$ cat src/hdl/sdo_pkg.sv
// shared constants, types and helpers for the service-data link
package sdo_pkg;
  // identifier bases, node number added on top
  localparam logic [10:0] SDO_REQ_BASE = 11'h600;
  localparam logic [10:0] SDO_RSP_BASE = 11'h580;
  localparam int NODE_W = 7;
  // command bytes
  localparam logic [7:0] CMD_WR8 = 8'h2F;
  localparam logic [7:0] CMD_WR16 = 8'h2B;
  localparam logic [7:0] CMD_WR32 = 8'h23;
  localparam logic [7:0] CMD_RD = 8'h40;
  localparam logic [7:0] RSP_RD8 = 8'h4F;
  localparam logic [7:0] RSP_RD16 = 8'h4B;
  localparam logic [7:0] RSP_RD32 = 8'h43;
  localparam logic [7:0] RSP_WR = 8'h60;
  localparam logic [7:0] RSP_ABORT = 8'h80;
  // top three command bits of a segment request
  localparam logic [2:0] CMD_SEG_REQ = 3'h3;
  // abort codes
  localparam logic [31:0] AB_TOGGLE = 32'h05030000;
  localparam logic [31:0] AB_MEMORY = 32'h05040005;
  localparam logic [31:0] AB_UNSUPP = 32'h06010000;
  localparam logic [31:0] AB_WR_ONLY = 32'h06010001;
  localparam logic [31:0] AB_RD_ONLY = 32'h06010002;
  localparam logic [31:0] AB_NO_OBJ = 32'h06020000;
  localparam logic [31:0] AB_NO_MAP = 32'h06040041;
  localparam logic [31:0] AB_MAP_LEN = 32'h06040042;
  localparam logic [31:0] AB_PARAM = 32'h06040043;
  localparam logic [31:0] AB_OVERFLOW = 32'h06040047;
  localparam logic [31:0] AB_LEN_MISM = 32'h06070010;
  localparam logic [31:0] AB_LEN_LARGE = 32'h06070012;
  localparam logic [31:0] AB_LEN_SMALL = 32'h06070013;
  localparam logic [31:0] AB_RANGE = 32'h06090030;
  localparam logic [31:0] AB_TOO_HIGH = 32'h06090031;
  localparam logic [31:0] AB_TOO_LOW = 32'h06090032;
  localparam logic [31:0] AB_GENERAL = 32'h08000000;
  localparam logic [31:0] AB_NONE = 32'h00000000;
  // byte positions in the data field
  localparam int POS_CMD = 0;
  localparam int POS_IDX_LO = 1;
  localparam int POS_IDX_HI = 2;
  localparam int POS_SUB = 3;
  localparam int POS_VAL = 4;
  localparam logic [3:0] SDO_HDR_LEN = 4'h4;
  localparam logic [3:0] FRAME_MAX_LEN = 4'h8;
  localparam logic [3:0] ABORT_LEN = 4'h8;
  // cyclic transmit step
  localparam int PDO_STEP_NS = 100000;
  localparam int CLK_PERIOD_NS = 10;
  localparam int PDO_STEP_CYC = PDO_STEP_NS / CLK_PERIOD_NS;
  typedef logic [7:0][7:0] frame_data_t;
  typedef enum logic [1:0] {W8 = 2'h0, W16 = 2'h1, W32 = 2'h2} width_t;
  typedef enum logic [1:0] {ACC_RW = 2'h0, ACC_RO = 2'h1, ACC_WO = 2'h2}
    access_t;
  // value byte count of a width
  function automatic logic [3:0] width_bytes(input width_t w);
    return (w == W8) ? 4'h1 : (w == W16) ? 4'h2 : 4'h4;
  endfunction : width_bytes
  // write command byte of a width
  function automatic logic [7:0] wr_cmd(input width_t w);
    return (w == W8) ? CMD_WR8 : (w == W16) ? CMD_WR16 : CMD_WR32;
  endfunction : wr_cmd
  // width carried by a write command byte
  function automatic width_t cmd_width(input logic [7:0] c);
    return (c == CMD_WR8) ? W8 : (c == CMD_WR16) ? W16 : W32;
  endfunction : cmd_width
  // identifier of a service for a node
  function automatic logic [10:0] node_cob(input logic [10:0] base,
                                           input logic [NODE_W-1:0] node);
    return base + {4'h0, node};
  endfunction : node_cob
endpackage : sdo_pkg

$ cat src/hdl/sdo_link_if.sv
// frame-level link between host and device
`timescale 1ns/1ns
`default_nettype none
interface sdo_link_if;
  // host to device frame, one-cycle strobe
  logic h2d_valid;
  logic [10:0] h2d_id;
  logic [3:0] h2d_len;
  sdo_pkg::frame_data_t h2d_data;
  // device to host frame, one-cycle strobe
  logic d2h_valid;
  logic [10:0] d2h_id;
  logic [3:0] d2h_len;
  sdo_pkg::frame_data_t d2h_data;
  modport dev (input h2d_valid, h2d_id, h2d_len, h2d_data,
               output d2h_valid, d2h_id, d2h_len, d2h_data);
  modport host (output h2d_valid, h2d_id, h2d_len, h2d_data,
                input d2h_valid, d2h_id, d2h_len, d2h_data);
endinterface : sdo_link_if
`default_nettype wire

$ cat src/hdl/sdo_reply_pack.sv
// packs a service-data reply into length and data bytes
`timescale 1ns/1ns
`default_nettype none
module sdo_reply_pack (
  // reply content
  input wire logic is_abort_i,
  input wire logic is_wr_i,
  input wire sdo_pkg::width_t width_i,
  input wire logic [15:0] index_i,
  input wire logic [7:0] sub_i,
  input wire logic [31:0] value_i,
  // packed frame
  output logic [3:0] len_o,
  output sdo_pkg::frame_data_t data_o
);
  logic [3:0] nval; // value bytes carried

  // pure decode, the caller registers the result
  always_comb begin
    data_o = '0;
    if (is_abort_i) begin
      data_o[sdo_pkg::POS_CMD] = sdo_pkg::RSP_ABORT;
      nval = sdo_pkg::ABORT_LEN - sdo_pkg::SDO_HDR_LEN;
    end else if (is_wr_i) begin
      data_o[sdo_pkg::POS_CMD] = sdo_pkg::RSP_WR;
      nval = 4'h0;
    end else begin
      // read answer byte follows the object width
      data_o[sdo_pkg::POS_CMD] = (width_i == sdo_pkg::W8) ?
        sdo_pkg::RSP_RD8 : (width_i == sdo_pkg::W16) ?
        sdo_pkg::RSP_RD16 : sdo_pkg::RSP_RD32;
      nval = sdo_pkg::width_bytes(width_i);
    end
    // echo of index and subindex
    data_o[sdo_pkg::POS_IDX_LO] = index_i[7:0];
    data_o[sdo_pkg::POS_IDX_HI] = index_i[15:8];
    data_o[sdo_pkg::POS_SUB] = sub_i;
    // value or code, least significant byte first
    for (int k = 0; k < 4; k++) begin
      if (4'(k) < nval) begin
        data_o[sdo_pkg::POS_VAL + k] = value_i[8*k +: 8];
      end
    end
    len_o = sdo_pkg::SDO_HDR_LEN + nval;
  end
endmodule : sdo_reply_pack
`default_nettype wire

$ cat src/hdl/sdo_dev_end.sv
// device end: service-data interpreter and process-data engine
// Functional notes
// - requests 600h+node, replies 580h+node
// - write command byte encodes 8/16/32 width
// - read request command byte is 40h
// - read reply 4Fh/4Bh/43h by width
// - write acknowledge byte is always 60h
// - index low, index high, subindex, echoed
// - values little-endian, exactly 1/2/4 bytes
// - failures answer 80h plus 4-byte code
// - access type and direction fault codes
// - missing object gives 06020000h
// - mapping fault codes 06040041h/06040042h
// - length fault codes 06070010h/12h/13h
// - range fault codes 06090030h/31h/32h
// - toggle fault gives 05030000h
// - overflow, parameter, memory, general codes
// - host keeps one request outstanding
// - process data never acknowledged
// - transmit/evaluate process data on event
// - host accepts process data anytime
// - process data raw, up to 8 bytes
// - event and cyclic transmission supported
`timescale 1ns/1ns
`default_nettype none
module sdo_dev_end #(
  parameter int STEP_CYCLES = sdo_pkg::PDO_STEP_CYC // one 100 us step
) (
  // clock and reset
  input wire logic clk_sys_i,
  input wire logic rst_n_i,
  // link to the host
  sdo_link_if.dev link,
  // node number switches
  input wire logic [sdo_pkg::NODE_W-1:0] node_id_i,
  // object directory access
  output logic [15:0] app_index_o,
  output logic [7:0] app_sub_o,
  output logic app_wr_o,
  output sdo_pkg::width_t app_width_o,
  output logic [31:0] app_wdata_o,
  output logic app_req_o,
  input wire logic app_exists_i,
  input wire sdo_pkg::access_t app_access_i,
  input wire sdo_pkg::width_t app_width_i,
  input wire logic app_done_i,
  input wire logic [31:0] app_abort_i,
  input wire logic [31:0] app_rdata_i,
  output logic sdo_busy_o,
  // transmit process data
  input wire logic tpdo_en_i,
  input wire logic [10:0] tpdo_cob_i,
  input wire logic tpdo_cyclic_i,
  input wire logic [15:0] tpdo_period_i,
  input wire logic tpdo_evt_i,
  input wire logic [3:0] tpdo_len_i,
  input wire sdo_pkg::frame_data_t tpdo_data_i,
  // receive process data
  input wire logic rpdo_en_i,
  input wire logic [10:0] rpdo_cob_i,
  input wire logic rpdo_on_evt_i,
  input wire logic rpdo_evt_i,
  output logic rpdo_valid_o,
  output logic [3:0] rpdo_len_o,
  output sdo_pkg::frame_data_t rpdo_data_o
);
  // one-hot request sequencer
  typedef enum logic [3:0] {
    ST_IDLE = 4'h1, ST_LOOK = 4'h2, ST_EXEC = 4'h4, ST_REPLY = 4'h8
  } dev_state_t;

  typedef struct packed {
    dev_state_t st;
    logic [sdo_pkg::NODE_W-1:0] node_s1; // first sync stage
    logic [sdo_pkg::NODE_W-1:0] node_s2; // synced node number
    logic is_wr;
    sdo_pkg::width_t width;
    logic [15:0] idx;
    logic [7:0] sub;
    logic [31:0] wdata;
    logic [31:0] rdata;
    logic [31:0] abort; // zero while no fault
    logic app_req;
    logic tx_valid;
    logic [10:0] tx_id;
    logic [3:0] tx_len;
    sdo_pkg::frame_data_t tx_data;
    logic tpdo_pend;
    logic [15:0] step_cnt;
    logic [15:0] per_cnt;
    logic rpdo_have;
    logic [3:0] rpdo_blen;
    sdo_pkg::frame_data_t rpdo_buf;
    logic rpdo_valid;
    logic [3:0] rpdo_len;
    sdo_pkg::frame_data_t rpdo_data;
  } dev_reg_t;

  dev_reg_t q_ff; // all state
  dev_reg_t nxt_q; // next state
  logic sdo_hit; // request for this node
  logic rpdo_hit; // receive process frame
  logic [7:0] cmd; // incoming command byte
  logic [3:0] need; // expected write length
  logic [3:0] rep_len; // packed reply length
  sdo_pkg::frame_data_t rep_data; // packed reply bytes

  // reply bytes follow the stored request and outcome
  sdo_reply_pack u_pack (
    .is_abort_i(q_ff.abort != sdo_pkg::AB_NONE),
    .is_wr_i(q_ff.is_wr),
    .width_i(q_ff.width),
    .index_i(q_ff.idx),
    .sub_i(q_ff.sub),
    .value_i((q_ff.abort != sdo_pkg::AB_NONE) ? q_ff.abort : q_ff.rdata),
    .len_o(rep_len),
    .data_o(rep_data)
  );

  // next-state logic
  always_comb begin
    nxt_q = q_ff;
    nxt_q.node_s1 = node_id_i;
    nxt_q.node_s2 = q_ff.node_s1;
    nxt_q.tx_valid = 1'b0;
    nxt_q.app_req = 1'b0;
    nxt_q.rpdo_valid = 1'b0;
    cmd = link.h2d_data[sdo_pkg::POS_CMD];
    need = sdo_pkg::SDO_HDR_LEN +
      sdo_pkg::width_bytes(sdo_pkg::cmd_width(cmd));
    sdo_hit = link.h2d_valid && (link.h2d_id ==
      sdo_pkg::node_cob(sdo_pkg::SDO_REQ_BASE, q_ff.node_s2));
    rpdo_hit = link.h2d_valid && rpdo_en_i && !sdo_hit &&
      (link.h2d_id == rpdo_cob_i);
    unique case (q_ff.st)
      // requests while busy are dropped, host waits for the reply
      ST_IDLE: begin
        if (sdo_hit) begin
          nxt_q.idx = {link.h2d_data[sdo_pkg::POS_IDX_HI],
                       link.h2d_data[sdo_pkg::POS_IDX_LO]};
          nxt_q.sub = link.h2d_data[sdo_pkg::POS_SUB];
          nxt_q.wdata = {link.h2d_data[sdo_pkg::POS_VAL + 3],
                         link.h2d_data[sdo_pkg::POS_VAL + 2],
                         link.h2d_data[sdo_pkg::POS_VAL + 1],
                         link.h2d_data[sdo_pkg::POS_VAL]};
          nxt_q.rdata = '0;
          nxt_q.abort = sdo_pkg::AB_NONE;
          nxt_q.is_wr = 1'b0;
          if (cmd == sdo_pkg::CMD_RD) begin
            if (link.h2d_len < sdo_pkg::SDO_HDR_LEN) begin
              nxt_q.abort = sdo_pkg::AB_LEN_SMALL;
            end
          end else if (cmd == sdo_pkg::CMD_WR8 || cmd == sdo_pkg::CMD_WR16 ||
                       cmd == sdo_pkg::CMD_WR32) begin
            nxt_q.is_wr = 1'b1;
            nxt_q.width = sdo_pkg::cmd_width(cmd);
            if (link.h2d_len < need) begin
              nxt_q.abort = sdo_pkg::AB_LEN_SMALL;
            end else if (link.h2d_len > need) begin
              nxt_q.abort = sdo_pkg::AB_LEN_LARGE;
            end
          end else if (cmd[7:5] == sdo_pkg::CMD_SEG_REQ) begin
            // segment request with no transfer open: toggle out of step
            nxt_q.abort = sdo_pkg::AB_TOGGLE;
          end else begin
            nxt_q.abort = sdo_pkg::AB_UNSUPP;
          end
          nxt_q.st = (nxt_q.abort == sdo_pkg::AB_NONE) ? ST_LOOK : ST_REPLY;
        end
      end
      // object attributes answer the index presented this cycle
      ST_LOOK: begin
        nxt_q.st = ST_REPLY;
        if (!app_exists_i) begin
          nxt_q.abort = sdo_pkg::AB_NO_OBJ;
        end else if (!q_ff.is_wr && app_access_i == sdo_pkg::ACC_WO) begin
          nxt_q.abort = sdo_pkg::AB_WR_ONLY;
        end else if (q_ff.is_wr && app_access_i == sdo_pkg::ACC_RO) begin
          nxt_q.abort = sdo_pkg::AB_RD_ONLY;
        end else if (q_ff.is_wr && app_width_i != q_ff.width) begin
          nxt_q.abort = sdo_pkg::AB_LEN_MISM;
        end else begin
          nxt_q.width = app_width_i;
          nxt_q.app_req = 1'b1;
          nxt_q.st = ST_EXEC;
        end
      end
      // the directory reports range, mapping, memory and other faults
      ST_EXEC: begin
        if (app_done_i) begin
          if (app_abort_i != sdo_pkg::AB_NONE) begin
            nxt_q.abort = app_abort_i;
          end else if (!q_ff.is_wr) begin
            nxt_q.rdata = app_rdata_i;
          end
          nxt_q.st = ST_REPLY;
        end
      end
      // exactly one reply frame, link slot is ours this cycle
      ST_REPLY: begin
        nxt_q.tx_valid = 1'b1;
        nxt_q.tx_id = sdo_pkg::node_cob(sdo_pkg::SDO_RSP_BASE,
                                        q_ff.node_s2);
        nxt_q.tx_len = rep_len;
        nxt_q.tx_data = rep_data;
        nxt_q.st = ST_IDLE;
      end
      default: begin
        nxt_q.st = ST_IDLE;
      end
    endcase
    // pending transmit goes out when the reply is not using the slot
    if (q_ff.tpdo_pend && q_ff.st != ST_REPLY) begin
      nxt_q.tx_valid = 1'b1;
      nxt_q.tx_id = tpdo_cob_i;
      nxt_q.tx_len = (tpdo_len_i > sdo_pkg::FRAME_MAX_LEN) ?
        sdo_pkg::FRAME_MAX_LEN : tpdo_len_i;
      nxt_q.tx_data = tpdo_data_i;
      nxt_q.tpdo_pend = 1'b0;
    end
    // cyclic timer in 100 us steps
    if (tpdo_en_i && tpdo_cyclic_i && tpdo_period_i != 16'h0000) begin
      nxt_q.step_cnt = q_ff.step_cnt + 16'h0001;
      if (q_ff.step_cnt == 16'(STEP_CYCLES - 1)) begin
        nxt_q.step_cnt = 16'h0000;
        nxt_q.per_cnt = q_ff.per_cnt + 16'h0001;
        if (nxt_q.per_cnt >= tpdo_period_i) begin
          nxt_q.per_cnt = 16'h0000;
          nxt_q.tpdo_pend = 1'b1;
        end
      end
    end else begin
      nxt_q.step_cnt = 16'h0000;
      nxt_q.per_cnt = 16'h0000;
    end
    // event trigger, placed after the clear so a new event is kept
    if (tpdo_en_i && tpdo_evt_i) begin
      nxt_q.tpdo_pend = 1'b1;
    end
    // receive: evaluate on arrival or on the configured event
    if (rpdo_on_evt_i && rpdo_evt_i && q_ff.rpdo_have) begin
      nxt_q.rpdo_valid = 1'b1;
      nxt_q.rpdo_len = q_ff.rpdo_blen;
      nxt_q.rpdo_data = q_ff.rpdo_buf;
      nxt_q.rpdo_have = 1'b0;
    end
    if (rpdo_hit) begin
      // no answer frame is ever produced for this
      nxt_q.rpdo_buf = link.h2d_data;
      nxt_q.rpdo_blen = link.h2d_len;
      nxt_q.rpdo_have = rpdo_on_evt_i;
      if (!rpdo_on_evt_i) begin
        nxt_q.rpdo_valid = 1'b1;
        nxt_q.rpdo_len = link.h2d_len;
        nxt_q.rpdo_data = link.h2d_data;
      end
    end
  end

  // state register
  always_ff @(posedge clk_sys_i or negedge rst_n_i) begin
    if (!rst_n_i) begin
      q_ff <= '0;
      q_ff.st <= ST_IDLE;
    end else begin
      q_ff <= nxt_q;
    end
  end

  // outputs straight from state
  assign link.d2h_valid = q_ff.tx_valid;
  assign link.d2h_id = q_ff.tx_id;
  assign link.d2h_len = q_ff.tx_len;
  assign link.d2h_data = q_ff.tx_data;
  assign app_index_o = q_ff.idx;
  assign app_sub_o = q_ff.sub;
  assign app_wr_o = q_ff.is_wr;
  assign app_width_o = q_ff.width;
  assign app_wdata_o = q_ff.wdata;
  assign app_req_o = q_ff.app_req;
  assign sdo_busy_o = (q_ff.st != ST_IDLE);
  assign rpdo_valid_o = q_ff.rpdo_valid;
  assign rpdo_len_o = q_ff.rpdo_len;
  assign rpdo_data_o = q_ff.rpdo_data;
endmodule : sdo_dev_end
`default_nettype wire

$ cat src/flat_wrapper.sv
// flat-port wrapper written by rule: the top's interface ports become plain ports
module sdo_dev_end_flat 
#(
  parameter int STEP_CYCLES = sdo_pkg::PDO_STEP_CYC                   
)
  (clk_sys_i, rst_n_i, node_id_i, app_index_o, app_sub_o, app_wr_o, app_width_o, app_wdata_o, app_req_o, app_exists_i, app_access_i, app_width_i, app_done_i, app_abort_i, app_rdata_i, sdo_busy_o, tpdo_en_i, tpdo_cob_i, tpdo_cyclic_i, tpdo_period_i, tpdo_evt_i, tpdo_len_i, tpdo_data_i, rpdo_en_i, rpdo_cob_i, rpdo_on_evt_i, rpdo_evt_i, rpdo_valid_o, rpdo_len_o, rpdo_data_o, link_h2d_valid, link_h2d_id, link_h2d_len, link_h2d_data, link_d2h_valid, link_d2h_id, link_d2h_len, link_d2h_data);
  sdo_link_if link_i ();
  input wire logic clk_sys_i;
  input wire logic rst_n_i;
  input wire logic [sdo_pkg::NODE_W-1:0] node_id_i;
  output logic [15:0] app_index_o;
  output logic [7:0] app_sub_o;
  output logic app_wr_o;
  output sdo_pkg::width_t app_width_o;
  output logic [31:0] app_wdata_o;
  output logic app_req_o;
  input wire logic app_exists_i;
  input wire sdo_pkg::access_t app_access_i;
  input wire sdo_pkg::width_t app_width_i;
  input wire logic app_done_i;
  input wire logic [31:0] app_abort_i;
  input wire logic [31:0] app_rdata_i;
  output logic sdo_busy_o;
  input wire logic tpdo_en_i;
  input wire logic [10:0] tpdo_cob_i;
  input wire logic tpdo_cyclic_i;
  input wire logic [15:0] tpdo_period_i;
  input wire logic tpdo_evt_i;
  input wire logic [3:0] tpdo_len_i;
  input wire sdo_pkg::frame_data_t tpdo_data_i;
  input wire logic rpdo_en_i;
  input wire logic [10:0] rpdo_cob_i;
  input wire logic rpdo_on_evt_i;
  input wire logic rpdo_evt_i;
  output logic rpdo_valid_o;
  output logic [3:0] rpdo_len_o;
  output sdo_pkg::frame_data_t rpdo_data_o;
  input wire logic [$bits(link_i.h2d_valid)-1:0] link_h2d_valid;
  input wire logic [$bits(link_i.h2d_id)-1:0] link_h2d_id;
  input wire logic [$bits(link_i.h2d_len)-1:0] link_h2d_len;
  input wire logic [$bits(link_i.h2d_data)-1:0] link_h2d_data;
  output wire logic [$bits(link_i.d2h_valid)-1:0] link_d2h_valid;
  output wire logic [$bits(link_i.d2h_id)-1:0] link_d2h_id;
  output wire logic [$bits(link_i.d2h_len)-1:0] link_d2h_len;
  output wire logic [$bits(link_i.d2h_data)-1:0] link_d2h_data;
  assign link_i.h2d_valid = link_h2d_valid;
  assign link_i.h2d_id = link_h2d_id;
  assign link_i.h2d_len = link_h2d_len;
  assign link_i.h2d_data = link_h2d_data;
  assign link_d2h_valid = link_i.d2h_valid;
  assign link_d2h_id = link_i.d2h_id;
  assign link_d2h_len = link_i.d2h_len;
  assign link_d2h_data = link_i.d2h_data;
  sdo_dev_end #(.STEP_CYCLES(STEP_CYCLES)) u_core (.clk_sys_i(clk_sys_i), .rst_n_i(rst_n_i), .link(link_i), .node_id_i(node_id_i), .app_index_o(app_index_o), .app_sub_o(app_sub_o), .app_wr_o(app_wr_o), .app_width_o(app_width_o), .app_wdata_o(app_wdata_o), .app_req_o(app_req_o), .app_exists_i(app_exists_i), .app_access_i(app_access_i), .app_width_i(app_width_i), .app_done_i(app_done_i), .app_abort_i(app_abort_i), .app_rdata_i(app_rdata_i), .sdo_busy_o(sdo_busy_o), .tpdo_en_i(tpdo_en_i), .tpdo_cob_i(tpdo_cob_i), .tpdo_cyclic_i(tpdo_cyclic_i), .tpdo_period_i(tpdo_period_i), .tpdo_evt_i(tpdo_evt_i), .tpdo_len_i(tpdo_len_i), .tpdo_data_i(tpdo_data_i), .rpdo_en_i(rpdo_en_i), .rpdo_cob_i(rpdo_cob_i), .rpdo_on_evt_i(rpdo_on_evt_i), .rpdo_evt_i(rpdo_evt_i), .rpdo_valid_o(rpdo_valid_o), .rpdo_len_o(rpdo_len_o), .rpdo_data_o(rpdo_data_o));
endmodule
$ cat config.mk
export PLATFORM = sky130hd
export DESIGN_NAME = sdo_dev_end_flat
export DESIGN_NICKNAME = d
export VERILOG_FILES = /design/src/hdl/sdo_pkg.sv /design/src/hdl/sdo_link_if.sv /design/src/hdl/sdo_reply_pack.sv /design/src/hdl/sdo_dev_end.sv /design/src/flat_wrapper.sv
export SDC_FILE = /design/constraint.sdc
export NUM_CORES = 1
export LEC_CHECK = 0
export BUFFER_PORTS_ARGS = -buffer_cell sky130_fd_sc_hd__buf_2
export CAP_MARGIN = 20
export CORE_ASPECT_RATIO = 1.5
export CORE_MARGIN = 4
export CORE_UTILIZATION = 54
export CTS_CLUSTER_SIZE = 20
export DETAILED_ROUTE_END_ITERATION = 8
export PLACE_DENSITY = 0.89
export SYNTH_ARGS = -nofsm -noshare
export SYNTH_HDL_FRONTEND = slang
export SYNTH_SLANG_ARGS = --single-unit
$ cat constraint.sdc
create_clock -name clk_sys_i -period 4.2 [get_ports clk_sys_i]
set_input_delay 0.42 -clock clk_sys_i [delete_from_list [all_inputs] [get_ports clk_sys_i]]
set_output_delay 0.42 -clock clk_sys_i [all_outputs]
set_load 0.005 [all_outputs]
==> report_table.html <==
<table>
<tr><th>Metric</th><th>Value</th></tr>
<tr><th colspan="2">Clocking</th></tr>
<tr><td>CTS Sinks</td><td>393</td></tr>
<tr><td>Clock latency on the worst-skew pair</td><td>0.54 ns</td></tr>
<tr><td>Total clock buffers created by CTS</td><td>38</td></tr>
<tr><td>Setup Buffers After CTS</td><td>0</td></tr>
<tr><td>Clock Tree Root</td><td>sky130_fd_sc_hd__clkbuf_16</td></tr>
<tr><td>Longest Clk Path Bufs</td><td>3</td></tr>
<tr><td>Clock transition at the registers of the reported paths</td><td>0.07 ns</td></tr>
<tr><td>TritonCTS clock tree</td><td>built</td></tr>
<tr><td>Quantity of gates resized following cts</td><td>0</td></tr>
<tr><td>Number of levels the H-tree was split into</td><td>2</td></tr>
<tr><th colspan="2">Timing</th></tr>
<tr><td>Fin Clk Skew</td><td>0.0171 ns</td></tr>
<tr><td>Slew at the pin closest to its max-slew limit</td><td>0.952 ns</td></tr>
<tr><td>Slew Limit Fails</td><td>0</td></tr>
<tr><td>Relative slew margins</td><td>36.5%</td></tr>
<tr><td>Post-route worst setup slack</td><td>0.332 ns</td></tr>
<tr><td>Unrepaired setup endpoints after global routing</td><td>no</td></tr>
<tr><td>Final worst-path cycle share</td><td>92.1%</td></tr>
<tr><td>Post-Route Hold Slack</td><td>-0.00142 ns</td></tr>
<tr><td>Hold violation count in the final report</td><td>2</td></tr>
<tr><td>Fin Setup TNS</td><td>0 ns</td></tr>
<tr><td>Timing-limited maximum frequency</td><td>259 MHz</td></tr>
<tr><td>Clock period minus worst slack</td><td>3.87 ns</td></tr>
<tr><td>Final setup violation count</td><td>0</td></tr>
<tr><th colspan="2">Logic synthesis</th></tr>
<tr><td>Top post-synthesis cells by area</td><td>sky130_fd_sc_hd__dfrtp_1 (51%), sky130_fd_sc_hd__buf_4 (8.0%), sky130_fd_sc_hd__mux2_2 (7.4%)</td></tr>
<tr><td>Mux cell area share after synthesis</td><td>14.1%</td></tr>
<tr><td>Number of flops mapped to enable cells by yosys</td><td>0</td></tr>
<tr><td>Number of register bits inferred by synthesis</td><td>393</td></tr>
<tr><td>Share of async-settable or async-resettable flops after synthesis</td><td>100%</td></tr>
<tr><td>Simple-gate portion of the synthesized area</td><td>9.66%</td></tr>
<tr><td>Ys flop type</td><td>sky130_fd_sc_hd__dfrtp_1</td></tr>
<tr><td>Yosys warning total</td><td>0</td></tr>
<tr><td>Cell taking the most area after synthesis</td><td>sky130_fd_sc_hd__dfrtp_1</td></tr>
<tr><td>Gate count after technology mapping</td><td>1758</td></tr>
<tr><td>Post-synthesis instance area</td><td>19300 sq um</td></tr>
<tr><td>Synthesized net count</td><td>2051</td></tr>
<tr><td>Area share of the largest cell type after synthesis</td><td>50.8%</td></tr>
<tr><td>Adder-cell share of the synthesized area</td><td>1.43%</td></tr>
<tr><td>Distinct cell type count of the synthesized netlist</td><td>67</td></tr>
<tr><td>Xor and xnor area share after synthesis</td><td>1.86%</td></tr>
<tr><td>Main combinational cell family by area after synthesis</td><td>multiplexers</td></tr>
<tr><td>Portion of the post-synthesis area used by sequential elements</td><td>51.0%</td></tr>
<tr><td>Fraction of the mapped netlist area in compound gates</td><td>10.5%</td></tr>
<tr><td>Post-Syn Area per Cell</td><td>11.0 sq um</td></tr>
<tr><th colspan="2">Finish</th></tr>
<tr><td>Number of standard cells in the layout, taps in and fillers out</td><td>2520</td></tr>
<tr><td>Finished Cell Area</td><td>21900 sq um</td></tr>
<tr><td>Final #Nets</td><td>2308</td></tr>
<tr><td>Layout Area Growth over Synthesis</td><td>13.4%</td></tr>
<tr><td>Fraction of layout instances using a drive strength above 1</td><td>35.2%</td></tr>
<tr><th colspan="2">Floorplanning</th></tr>
<tr><td>Floorplan die area</td><td>38900 sq um</td></tr>
<tr><td>Die width</td><td>162 microns</td></tr>
<tr><td>I/O Pins</td><td>481</td></tr>
<tr><td>Initial cell density of the core</td><td>54.8%</td></tr>
<tr><td>Placeable core area</td><td>35200 sq um</td></tr>
<tr><td>Placement Rows</td><td>84</td></tr>
<tr><td>Height of the die</td><td>240 microns</td></tr>
<tr><th colspan="2">Placed design</th></tr>
<tr><td>Routability cong.</td><td>0.920</td></tr>
<tr><td>DPL Wire Length</td><td>39400 microns</td></tr>
<tr><td>Placed inst area</td><td>20600 sq um</td></tr>
<tr><td>Placed Cells</td><td>2442</td></tr>
<tr><td>Worst Setup Slack post-DPL</td><td>0.463 ns</td></tr>
<tr><td>Port-buffer cells</td><td>480</td></tr>
<tr><th colspan="2">Pwr</th></tr>
<tr><td>Static leakage</td><td>0.0114 uW</td></tr>
<tr><td>Sum of internal, switching and leakage power</td><td>9470 uW</td></tr>
<tr><td>Power per cell area</td><td>433 nW/um^2</td></tr>
<tr><td>Worst ir drop on vdd</td><td>0.000446 V</td></tr>
<tr><th colspan="2">Routing</th></tr>
<tr><td>Number of design-rule violations left by the first detailed-router iteration</td><td>1094</td></tr>
<tr><td>Total iterations of the first detailed-routing run</td><td>5</td></tr>
<tr><td>Antenna Violating Nets Remaining</td><td>0</td></tr>
<tr><td>Average routed wire per standard cell</td><td>21.5 microns</td></tr>
<tr><td>Routed wire length</td><td>54100 microns</td></tr>
<tr><td>Via density</td><td>5.82</td></tr>
<tr><td>Via Count</td><td>14656</td></tr>
<tr><td>DRC violations left</td><td>0</td></tr>
<tr><th colspan="2">Global route</th></tr>
<tr><td>Initial antenna violation count</td><td>5</td></tr>
<tr><td>Global route total overflow</td><td>0</td></tr>
<tr><td>GRT Resource Usage Total</td><td>26.7%</td></tr>
<tr><td>First-pass GRT wire length</td><td>82000 microns</td></tr>
<tr><td>Number of global-route vias before repair</td><td>15145</td></tr>
<tr><td>Pin count of the biggest net entering global routing</td><td>126</td></tr>
<tr><th colspan="2">Worst setup path</th></tr>
<tr><td>Worst setup path end</td><td>u_core.q_ff[138]</td></tr>
<tr><td>Data arrival time of the critical path</td><td>4.31 ns</td></tr>
<tr><td>Kind of capture point of the worst setup path</td><td>flop</td></tr>
<tr><td>Critical path startpoint category</td><td>flop</td></tr>
<tr><td>FF-to-FF Start</td><td>u_core.q_ff[138]</td></tr>
<tr><td>Worst Reg2Reg Path Length in Cells</td><td>13</td></tr>
<tr><td>Worst R2R Setup Slack</td><td>0.33 ns</td></tr>
<tr><td>Critical Path Source</td><td>u_core.q_ff[138]</td></tr>
<tr><td>Largest fanout on the critical path</td><td>14</td></tr>
<tr><td>Data required, critical path</td><td>4.64 ns</td></tr>
<tr><td>Setup Crit Path Kind</td><td>flop to flop</td></tr>
<tr><td>Endpoint of the worst-slack reg-to-reg timing path</td><td>u_core.q_ff[138]</td></tr>
<tr><th colspan="2">Worst hold path</th></tr>
<tr><td>Class of the worst hold path</td><td>input port to asynchronous set/reset pin</td></tr>
<tr><th colspan="2">Status</th></tr>
<tr><td>Outcome</td><td>finished with violations</td></tr>
<tr><td>Violations in the final reports</td><td>negative hold slack</td></tr>
<tr><th colspan="2">Flow run</th></tr>
<tr><td>Number of max-cap violations</td><td>0</td></tr>
</table>
## how the worst min path moves through the flow
stage	from	end	depth (start not counted)
after detailed placement	u_core.nxt_q[380]	u_core.q_ff[380]	0
after global placement	u_core.nxt_q[375]	u_core.q_ff[375]	0
after floorplan	rst_n_i	u_core.app_index_o[0]	0
after global routing	node_id_i[3]	u_core.nxt_q[378]	1
after CTS	rst_n_i	u_core.q_ff[75]	1
final	rst_n_i	u_core.app_wdata_o[13]	1
## power by group
group / leakage [uW] / internal (uW) / switching [uW]
Combinational: 0.00557 / 723 / 865
Sequential: 0.00525 / 4210 / 315
Clock: 0.000598 / 1870 / 1490
Total: 0.0114 / 6800 / 2670
## routing by layer
layer / global-route usage (%) / share of wire, % / vias to the layer above
met5: 0 / 0.024 / -
met4: 14.4 / 6.0 / 2
met3: 6.03 / 7.5 / 192
met2: 47.1 / 51 / 763
met1: 29.8 / 35 / 7214
li1: - / - / 6485
## area by class of cell
cell class                      instances  area (sq um)
Tap cell                              473           592
Antenna cell                            4          10.0
Inverter                               50           188
Multi-Input combinational cell       1020          7300
Sequential cell                       393          9840
Clock buffer                           53          1080
Timing Repair Buffer                  512          2740
Fill cell                            2651         13300
Clock inverter                         15           129
## registers in the layout, indices dropped and copies added, names as in the netlist, 2 cells and up
register              cells
u_core.q_ff             177
u_core.link.d2h_data     64
u_core.rpdo_data_o       64
u_core.app_wdata_o       32
u_core.app_index_o       16
u_core.link.d2h_id       11
u_core.app_sub_o          8
u_core.nxt_q              7
u_core.link.d2h_len       4
u_core.rpdo_len_o         4
u_core.app_width_o        2
## cell usage after synthesis (all sizes together), types with 9 or more instances
library cell and count:
ha 22, a21oi 114, a22o 33, xor2 21, nand3 40, o21ai 74
clkbuf 46, o21a 17, nand4 14, mux2 127, nor3 13, o22ai 25
and3 10, nor2 122, nand2 85, buf 249, mux2i 128, nor4 24
inv 50, dfrtp 392, or2 9, xnor2 20, nor2b 24, o211ai 9
## cell families (layout without fill, tap and decap cells)
kind of cell | Yosys count | in the layout
adder cells (fa/ha/maj) | 22 | 22
AO/OA/AOI/OAI | 324 | 324
multiplexers | 255 | 255
flip-flops | 393 | 393
AND/OR/NAND/NOR | 378 | 378
buffers and inverters | 345 | 630
XOR/XNOR | 41 | 41
other | 0 | 4
## timing repair
action                                  4_1_cts  5_1_grt
endpoints found under the hold margin         5        0
hold buffers                                  5        0
endpoints found under the setup margin        0        0
## critical path: stages (launching register included)
cell and delay (ns):
sky130_fd_sc_hd__dfrtp_1 0.44, sky130_fd_sc_hd__ha_1 0.27, sky130_fd_sc_hd__nand4_1 0.14, sky130_fd_sc_hd__nor2_1 0.15, sky130_fd_sc_hd__and3_1 0.19, sky130_fd_sc_hd__nor2b_1 0.05
sky130_fd_sc_hd__or2_2 0.30, sky130_fd_sc_hd__ha_1 0.29, sky130_fd_sc_hd__a21o_1 0.16, sky130_fd_sc_hd__a221oi_1 0.42, sky130_fd_sc_hd__a21boi_0 0.33, sky130_fd_sc_hd__a311o_1 0.54
sky130_fd_sc_hd__nand2_1 0.24, sky130_fd_sc_hd__o21ai_0 0.25
## placed cells by master (no fill, tap or decap), drive strengths merged, types with 8 or more instances in the layout
master | Yosys | final
a21oi | 114 | 114
a22o | 33 | 33
a31oi | 8 | 8
and3 | 10 | 10
buf | 249 | 507
clkbuf | 46 | 53
clkinv | 0 | 10
dfrtp | 392 | 392
ha | 22 | 22
inv | 50 | 53
mux2 | 127 | 127
mux2i | 128 | 128
nand2 | 85 | 85
nand3 | 40 | 40
nand4 | 14 | 14
nor2 | 122 | 122
nor2b | 24 | 24
nor3 | 13 | 13
nor4 | 24 | 24
o211ai | 9 | 9
o21a | 17 | 17
o21ai | 74 | 74
o22ai | 25 | 25
or2 | 9 | 9
or3 | 8 | 8
xnor2 | 20 | 20
xor2 | 21 | 21
## per-stage QoR
| step | hold WS [ns] | utilization (%) |
|---|---|---|
| after floorplan | 0.124 | - |
| after global placement | 0.333 | 58.4 |
| after detailed placement | 0.335 | 58.5 |
| after CTS | 0.0238 | 62.0 |
| after global routing | 0.0203 | 62.1 |
| final | -0.00142 | 62.1 |
Power figures use the tool's default switching activity.
